### src/design/uart_presc_pkg.sv
package uart_presc_pkg;

  // register offsets (byte addresses on the plain register port)
  localparam logic [3:0] STATUS_OFS        = 4'h0;
  localparam logic [3:0] DATA_OFS          = 4'h1;
  localparam logic [3:0] BAUD_MID_OFS      = 4'h2;
  localparam logic [3:0] BAUD_HL_OFS       = 4'h3;
  localparam logic [3:0] FRAME_CTRL_OFS    = 4'h4;
  localparam logic [3:0] XFER_CTRL_OFS     = 4'h5;
  localparam logic [3:0] STOP_CLK_CTRL_OFS = 4'h6;
  localparam logic [3:0] BRK_ADDR_CTRL_OFS = 4'h7;
  localparam logic [3:0] SPECIAL_CTRL_OFS  = 4'h8;
  localparam logic [3:0] LIN_SLAVE_OFS     = 4'h9;
  localparam logic [3:0] GUARD_OFS_I1      = 4'h9;
  localparam logic [3:0] GUARD_OFS_I2      = 4'hA;
  localparam logic [3:0] PRESC_OFS_I1      = 4'hA;
  localparam logic [3:0] PRESC_OFS_I2      = 4'hB;

  // reset values
  localparam logic [7:0] STATUS_RST        = 8'hC0;
  localparam logic [7:0] CTRL_RST          = 8'h00;
  localparam logic [7:0] PRESC_RST         = 8'h00;

  // field positions in special_mode_control
  localparam int SMARTCARD_ENABLE_BIT  = 5;
  localparam int PARITY_NEGATIVE_ACK_ENABLE_BIT  = 4;
  localparam int SINGLE_WIRE_SELECT_BIT = 3;
  localparam int INFRARED_LOW_POWER_BIT  = 2;
  localparam int INFRARED_ENABLE_BIT  = 1;

  // writable masks of the mode, stop/clock, break/address and LIN slave registers
  localparam logic [7:0] SPECIAL_MASK_FULL = 8'h3E;
  localparam logic [7:0] SPECIAL_MASK_I2   = 8'h36;
  localparam logic [7:0] STOP_CLK_MASK     = 8'h7F;
  localparam logic [7:0] STOP_CLK_MASK_I3  = 8'h70;
  localparam logic [7:0] BRK_ADDR_MASK     = 8'h7F;
  localparam logic [7:0] LIN_SLAVE_MASK    = 8'hB7;

  // smartcard divisor field width and multiplier
  localparam int SC_BITS     = 5;
  localparam int SC_MULT_SHL = 1;

endpackage

### src/design/presc_divider.sv
`timescale 1ns/1ps
`default_nettype none

module presc_divider
  import uart_presc_pkg::*;
(
  // clock and reset
  input  wire logic       i_sys_clk,
  input  wire logic       i_rst_n,
  // control
  input  wire logic       i_run,
  input  wire logic [8:0] i_divisor,
  // output
  output var  logic       o_tick
);

  logic [8:0] cnt_reg;
  logic [8:0] cnt_next;
  logic       tick_reg;
  logic       tick_next;

  // reload counter: one tick per completed count of divisor cycles
  always_comb begin
    cnt_next  = cnt_reg;
    tick_next = 1'b0;
    if (!i_run || i_divisor == 9'h000) begin
      cnt_next = 9'h000;
    end else if (cnt_reg + 9'h001 >= i_divisor) begin
      cnt_next  = 9'h000;
      tick_next = 1'b1;
    end else begin
      cnt_next = cnt_reg + 9'h001;
    end
  end

  always_ff @(posedge i_sys_clk or negedge i_rst_n) begin
    if (!i_rst_n) begin
      cnt_reg  <= 9'h000;
      tick_reg <= 1'b0;
    end else begin
      cnt_reg  <= cnt_next;
      tick_reg <= tick_next;
    end
  end

  assign o_tick = tick_reg;

endmodule

`default_nettype wire

### src/design/uart_presc_regs.sv
// Decided for this implementation: the strobed register port.
`timescale 1ns/1ps
`default_nettype none

module uart_presc_regs
  import uart_presc_pkg::*;
#(
  // 1, 2 or 3: selects which instance map is built
  parameter int INSTANCE = 2
)(
  // clock and reset
  input  wire logic       i_sys_clk,
  input  wire logic       i_rst_n,
  // register port
  input  wire logic [3:0] i_addr,
  input  wire logic [7:0] i_wdata,
  input  wire logic       i_wr,
  input  wire logic       i_rd,
  output var  logic [7:0] o_rdata,
  // hardware status from the serial core
  input  wire logic [7:0] i_status,
  input  wire logic [7:0] i_rx_data,
  // mode outputs
  output var  logic       o_infrared_enable,
  output var  logic       o_infrared_low_power,
  output var  logic       o_smartcard_enable,
  output var  logic       o_parity_negative_ack_enable,
  output var  logic       o_single_wire_select,
  output var  logic       o_lin_enable,
  output var  logic [7:0] o_guard_time_value,
  output var  logic [15:0] o_baud_div,
  // prescaled clocks as one-cycle enables
  output var  logic       o_irda_lp_tick,
  output var  logic       o_smartcard_tick
);

  localparam bit HAS_PSC = (INSTANCE != 3);
  localparam bit HAS_LIN = (INSTANCE == 2);
  localparam logic [3:0] PRESC_OFS = (INSTANCE == 1) ? PRESC_OFS_I1
                                                     : PRESC_OFS_I2;
  localparam logic [3:0] GUARD_OFS = (INSTANCE == 1) ? GUARD_OFS_I1
                                                     : GUARD_OFS_I2;
  localparam logic [7:0] SPEC_MASK = (INSTANCE == 2) ? SPECIAL_MASK_I2
                                                     : SPECIAL_MASK_FULL;
  localparam logic [7:0] SC_MASK   = (INSTANCE == 3) ? STOP_CLK_MASK_I3
                                                     : STOP_CLK_MASK;

  ////////////////////////////////////////////////////////////////////////
  // register file

  logic [7:0] tx_data_reg,  tx_data_next;
  logic [7:0] baud_mid_reg, baud_mid_next;
  logic [7:0] baud_hl_reg,  baud_hl_next;
  logic [7:0] frame_reg,    frame_next;
  logic [7:0] xfer_reg,     xfer_next;
  logic [7:0] stopclk_reg,  stopclk_next;
  logic [7:0] brkaddr_reg,  brkaddr_next;
  logic [7:0] special_reg,  special_next;
  logic [7:0] lin_reg,      lin_next;
  logic [7:0] guard_reg,    guard_next;
  logic [7:0] presc_reg,    presc_next;
  logic [7:0] rdata_reg,    rdata_next;

  always_comb begin
    tx_data_next  = tx_data_reg;
    baud_mid_next = baud_mid_reg;
    baud_hl_next  = baud_hl_reg;
    frame_next    = frame_reg;
    xfer_next     = xfer_reg;
    stopclk_next  = stopclk_reg;
    brkaddr_next  = brkaddr_reg;
    special_next  = special_reg;
    lin_next      = lin_reg;
    guard_next    = guard_reg;
    presc_next    = presc_reg;
    if (i_wr) begin
      if (i_addr == DATA_OFS)          tx_data_next  = i_wdata;
      if (i_addr == BAUD_MID_OFS)      baud_mid_next = i_wdata;
      if (i_addr == BAUD_HL_OFS)       baud_hl_next  = i_wdata;
      if (i_addr == FRAME_CTRL_OFS)    frame_next    = i_wdata;
      if (i_addr == XFER_CTRL_OFS)     xfer_next     = i_wdata;
      if (i_addr == STOP_CLK_CTRL_OFS) stopclk_next  = i_wdata & SC_MASK;
      if (i_addr == BRK_ADDR_CTRL_OFS) brkaddr_next  = i_wdata & BRK_ADDR_MASK;
      // third instance keeps this offset reserved
      if (HAS_PSC && i_addr == SPECIAL_CTRL_OFS) begin
        special_next = i_wdata & SPEC_MASK;
      end
      if (HAS_LIN && i_addr == LIN_SLAVE_OFS) begin
        lin_next = i_wdata & LIN_SLAVE_MASK;
      end
      if (HAS_PSC && i_addr == GUARD_OFS) guard_next = i_wdata;
      if (HAS_PSC && i_addr == PRESC_OFS) begin
        presc_next = i_wdata;
      end
    end
  end

  // read mux; unmapped and reserved offsets read zero
  always_comb begin
    rdata_next = rdata_reg;
    if (i_rd) begin
      rdata_next = 8'h00;
      if (i_addr == STATUS_OFS)        rdata_next = i_status;
      if (i_addr == DATA_OFS)          rdata_next = i_rx_data;
      if (i_addr == BAUD_MID_OFS)      rdata_next = baud_mid_reg;
      if (i_addr == BAUD_HL_OFS)       rdata_next = baud_hl_reg;
      if (i_addr == FRAME_CTRL_OFS)    rdata_next = frame_reg;
      if (i_addr == XFER_CTRL_OFS)     rdata_next = xfer_reg;
      if (i_addr == STOP_CLK_CTRL_OFS) rdata_next = stopclk_reg;
      if (i_addr == BRK_ADDR_CTRL_OFS) rdata_next = brkaddr_reg;
      if (HAS_PSC && i_addr == SPECIAL_CTRL_OFS) rdata_next = special_reg;
      if (HAS_LIN && i_addr == LIN_SLAVE_OFS)    rdata_next = lin_reg;
      if (HAS_PSC && i_addr == GUARD_OFS)        rdata_next = guard_reg;
      if (HAS_PSC && i_addr == PRESC_OFS)        rdata_next = presc_reg;
    end
  end

  always_ff @(posedge i_sys_clk or negedge i_rst_n) begin
    if (!i_rst_n) begin
      tx_data_reg  <= CTRL_RST;
      baud_mid_reg <= CTRL_RST;
      baud_hl_reg  <= CTRL_RST;
      frame_reg    <= CTRL_RST;
      xfer_reg     <= CTRL_RST;
      stopclk_reg  <= CTRL_RST;
      brkaddr_reg  <= CTRL_RST;
      special_reg  <= CTRL_RST;
      lin_reg      <= CTRL_RST;
      guard_reg    <= CTRL_RST;
      presc_reg    <= PRESC_RST;
      rdata_reg    <= 8'h00;
    end else begin
      tx_data_reg  <= tx_data_next;
      baud_mid_reg <= baud_mid_next;
      baud_hl_reg  <= baud_hl_next;
      frame_reg    <= frame_next;
      xfer_reg     <= xfer_next;
      stopclk_reg  <= stopclk_next;
      brkaddr_reg  <= brkaddr_next;
      special_reg  <= special_next;
      lin_reg      <= lin_next;
      guard_reg    <= guard_next;
      presc_reg    <= presc_next;
      rdata_reg    <= rdata_next;
    end
  end

  ////////////////////////////////////////////////////////////////////////
  // prescaler divisors

  logic       irda_run;
  logic       sc_run;
  logic [8:0] irda_div;
  logic [8:0] sc_div;
  logic       irda_tick;
  logic       sc_tick;

  // each divider runs only in its own mode, so the shared value is inert
  // elsewhere; zero is reserved and simply stops the divider
  assign irda_run = HAS_PSC && special_reg[INFRARED_ENABLE_BIT]
                    && special_reg[INFRARED_LOW_POWER_BIT];
  assign sc_run   = HAS_PSC && special_reg[SMARTCARD_ENABLE_BIT];
  assign irda_div = {1'b0, presc_reg};
  // upper three bits dropped, value doubled
  assign sc_div   = {3'b000, presc_reg[SC_BITS-1:0], 1'b0};

  presc_divider u_irda_div (
    .i_sys_clk (i_sys_clk),
    .i_rst_n   (i_rst_n),
    .i_run     (irda_run),
    .i_divisor (irda_div),
    .o_tick    (irda_tick)
  );

  presc_divider u_sc_div (
    .i_sys_clk (i_sys_clk),
    .i_rst_n   (i_rst_n),
    .i_run     (sc_run),
    .i_divisor (sc_div),
    .o_tick    (sc_tick)
  );

  ////////////////////////////////////////////////////////////////////////
  // registered outputs

  logic irda_tick_reg;
  logic sc_tick_reg;

  always_ff @(posedge i_sys_clk or negedge i_rst_n) begin
    if (!i_rst_n) begin
      irda_tick_reg <= 1'b0;
      sc_tick_reg   <= 1'b0;
    end else begin
      irda_tick_reg <= irda_tick;
      sc_tick_reg   <= sc_tick;
    end
  end

  assign o_rdata                      = rdata_reg;
  assign o_infrared_enable            = special_reg[INFRARED_ENABLE_BIT];
  assign o_infrared_low_power         = special_reg[INFRARED_LOW_POWER_BIT];
  assign o_smartcard_enable           = special_reg[SMARTCARD_ENABLE_BIT];
  assign o_parity_negative_ack_enable = special_reg[PARITY_NEGATIVE_ACK_ENABLE_BIT];
  assign o_single_wire_select         = special_reg[SINGLE_WIRE_SELECT_BIT];
  assign o_lin_enable                 = stopclk_reg[6];
  assign o_guard_time_value           = guard_reg;
  assign o_baud_div = {baud_hl_reg[7:4], baud_mid_reg, baud_hl_reg[3:0]};
  assign o_irda_lp_tick               = irda_tick_reg;
  assign o_smartcard_tick             = sc_tick_reg;

endmodule

`default_nettype wire

### config.mk
export PLATFORM = sky130hd
export DESIGN_NAME = uart_presc_regs
export DESIGN_NICKNAME = d
export VERILOG_FILES = /design/src/design/uart_presc_pkg.sv /design/src/design/presc_divider.sv /design/src/design/uart_presc_regs.sv
export SDC_FILE = /design/constraint.sdc
export NUM_CORES = 1
export LEC_CHECK = 0
export BUFFER_PORTS_ARGS = -buffer_cell sky130_fd_sc_hd__buf_2
export CAP_MARGIN = 10
export CORE_UTILIZATION = 54
export CTS_BUF_LIST = sky130_fd_sc_hd__clkbuf_8
export DETAILED_ROUTE_END_ITERATION = 8
export GPL_ROUTABILITY_DRIVEN = 0
export PLACE_DENSITY_LB_ADDON = 0.15
export SLEW_MARGIN = 30
export SYNTH_ARGS = -nofsm -noshare
export SYNTH_HDL_FRONTEND = slang
export SYNTH_SLANG_ARGS = --single-unit
### constraint.sdc
create_clock -name i_sys_clk -period 2.2 [get_ports i_sys_clk]
set_input_delay 0.44 -clock i_sys_clk [delete_from_list [all_inputs] [get_ports i_sys_clk]]
set_output_delay 0.44 -clock i_sys_clk [all_outputs]
set_load 0.02 [all_outputs]
==> impl_metrics.json <==
{
  "r2r_slack_ns": -0.25,
  "crit_type": "reg -> reg",
  "fin_skew_ns": 0.0130,
  "routed_via_density": 5.93,
  "drv_cap": 0,
  "p_seq_frac": 0.486,
  "min_path_type": "in -> async",
  "place_area_sq_um": 6040,
  "die-area_sq_um": 10300,
  "maxSlewHeadroom": 0.450,
  "p_sw_w": 0.00162,
  "arrival_ns": 2.72,
  "p_int_w": 0.00345,
  "postSynthCellCount": 450,
  "grt_pass1_wl_mm": 20.5,
  "timing.rr.start": "u_irda_div.cnt_reg[2]$_DFF_PN0_",
  "fp.dieW_um": 102,
  "cts_tree": "done",
  "grt_overflow": 0,
  "n_antenna_cell": 0,
  "hold_violations": 0,
  "antenna_found_initial": 0,
  "drc": 0,
  "clock-root-buffer": "clkbuf_8",
  "vdd_ir_drop_max_mv": 0.459,
  "required_ns": 2.47,
  "wire_per_inst_um": 19.3,
  "syn-mean-instance-area_sq_um": 11.9,
  "io_buffers": 70,
  "cts.clk_slew.worst_paths_ns": 0.10,
  "power.share.switching": 0.320,
  "core_sq_um": 9420,
  "routed_wl_mm": 13.2,
  "ys_async_sr_fraction": 1.00,
  "setup_viol": 9,
  "layout_commonest_cell": "dfrtp_1",
  "start_kind": "flop",
  "power_frac_comb": 0.272,
  "yosysSeqAreaShare": 0.477,
  "grt_pass1_vias": 4002,
  "setup-tns-final_ns": -1.57,
  "worst_slew_pin_slew_ns": 0.822,
  "yosys-top-cells-area": "dfrtp_1 (48%), mux2_2 (15%), ha_1 (3.5%)",
  "synth_warnings": 0,
  "grt_usage": 0.262,
  "place_ws_ns": -0.256,
  "synth_ff_type": "dfrtp_1",
  "post-route-cell-area_sq_um": 6410,
  "post-route-period-util": 1.11,
  "rsz0062_at_grt": "true",
  "period_needed_ns": 2.45,
  "slew_viol_final": 0,
  "drt_pass1_iterations": 5,
  "drtIter0Drc": 281,
  "startpoint": "u_irda_div.cnt_reg[2]$_DFF_PN0_",
  "dp_hpwl_mm": 9.27,
  "p_total_w": 0.00508,
  "synth_edf_count": 0,
  "clkLatencyLatePin_ns": 0.36,
  "num_rows": 35,
  "nFillCells": 734,
  "cts_sinks": 102,
  "worstSetupEndpointType": "flop",
  "hold_slack_ns": 0.0280,
  "initial_core_util": 0.569,
  "die_h_um": 102,
  "clkPwrFrac": 0.243,
  "synth_top_cell_area_share": 0.477,
  "antenna_left": 0,
  "postCtsHoldBufs": 0,
  "yosysTopAreaCell": "dfrtp_1",
  "htreeDepth": 3,
  "final_nets": 597,
  "mostFrequentLayoutCells": "dfrtp_1 (100), mux2_2 (73), buf_2 (70), buf_4 (37), inv_1 (21)",
  "io_pins": 72,
  "failed_checks": "setup timing",
  "grt_max_degree": 48,
  "worst_slack_ns": -0.252,
  "synth_area_sq_um": 5360,
  "yosys_register_bits": 102,
  "area_growth_pct": 19.7,
  "timing.fmax_mhz": 408,
  "ys_types": 64,
  "status": "finished with violations",
  "cp_max_fo": 5,
  "num_vias": 4057,
  "pwr_density_cell_nw_per_um2": 792,
  "cts_buffers": 9,
  "p_leak_nw": 2.90,
  "drive_above_1_share": 0.432,
  "cts_buffer_depth": 2
}
==> final timing paths <==
check,end,depth (start not counted)
max,u_irda_div.cnt_reg[6]$_DFF_PN0_,10
min,frame_reg[1]$_DFFE_PN0P_,1
max reg2reg,u_irda_div.cnt_reg[6]$_DFF_PN0_,10
min reg2reg,o_irda_lp_tick$_DFF_PN0_,0
max in group asynchronous,xfer_reg[0]$_DFFE_PN0P_,2
min in group i_sys_clk,o_irda_lp_tick$_DFF_PN0_,0
==> repair_timing <==
item	CTS	global route
gates resized for setup	1	23
cloned	0	2
endpoints found under the setup margin	9	16
pin swaps	1	5
buffers inserted	1	3
==> Yosys cell counts (all sizes together) (5+ instances only) <==
| library cell | count |
|---|---|
| a21oi | 16 |
| buf | 21 |
| dfrtp | 102 |
| ha | 15 |
| inv | 20 |
| mux2 | 73 |
| mux2i | 12 |
| mux4 | 7 |
| nand2 | 18 |
| nand2b | 7 |
| nand3 | 8 |
| nand3b | 8 |
| nand4 | 7 |
| nor2 | 19 |
| nor3 | 14 |
| nor4b | 7 |
| o21ai | 15 |
| o221ai | 5 |
| xnor2 | 7 |
==> power groups by stage <==
| stage | Sequential (W) | Combinational [W] | Clock [W] |
|---|---|---|---|
| after floorplan | 0.00262 | 0.000703 | 0 |
| after global placement | 0.00248 | 0.00130 | 0 |
| after detailed placement | 0.00250 | 0.00133 | 0 |
| after CTS | 0.00246 | 0.00134 | 0.00125 |
| after global routing | 0.00251 | 0.00149 | 0.00132 |
| final | 0.00247 | 0.00138 | 0.00123 |
==> layer usage <==
| layer | vias up | wire length [um] | track usage |
|---|---|---|---|
| met5 | - | 0 | 0 |
| met4 | 0 | 193 | 0.0702 |
| met3 | 15 | 673 | 0.0304 |
| met2 | 133 | 6170 | 0.410 |
| met1 | 2057 | 6140 | 0.389 |
| li1 | 1852 | - | - |
==> critical path, stage by stage, from the launching register on <==
cell,delay [ns]
dfrtp_1,0.42
nand3_4,0.14
nor3_2,0.22
xnor2_1,0.16
inv_1,0.10
ha_4,0.22
nand4_1,0.09
nor3_1,0.05
or4b_4,0.53
buf_8,0.16
nor4bb_4,0.27
==> area by class of cell <==
| cell class | count | area [sq um] | area share |
|---|---|---|---|
| clock buffers | 11 | 151 | 0.0236 |
| inverters | 21 | 78.8 | 0.0123 |
| clock inverters | 5 | 58.8 | 0.00917 |
| flip-flops and latches | 102 | 2550 | 0.399 |
| repair buffers | 109 | 663 | 0.103 |
| well taps | 129 | 161 | 0.0252 |
| multi-input cells | 307 | 2740 | 0.428 |
==> kinds of logic after synthesis <==
logic type / after synthesis / synth area share
simple gates: 106 / 0.125
flops: 102 / 0.477
mux: 92 / 0.205
compound gates: 77 / 0.0993
buf+inv: 46 / 0.0395
fa+ha+maj: 15 / 0.0350
xor+xnor: 11 / 0.0180
other cells: 1 / 0.000700
==> metrics by stage <==
stage / util / cells
3_3_place_gp: 0.641 / 662
5_1_grt: 0.681 / 684
4_1_cts: 0.664 / 679
2_1_floorplan: - / 454
3_5_place_dp: 0.641 / 662
6_report: 0.681 / 684
(Power assumes the default switching activity.)
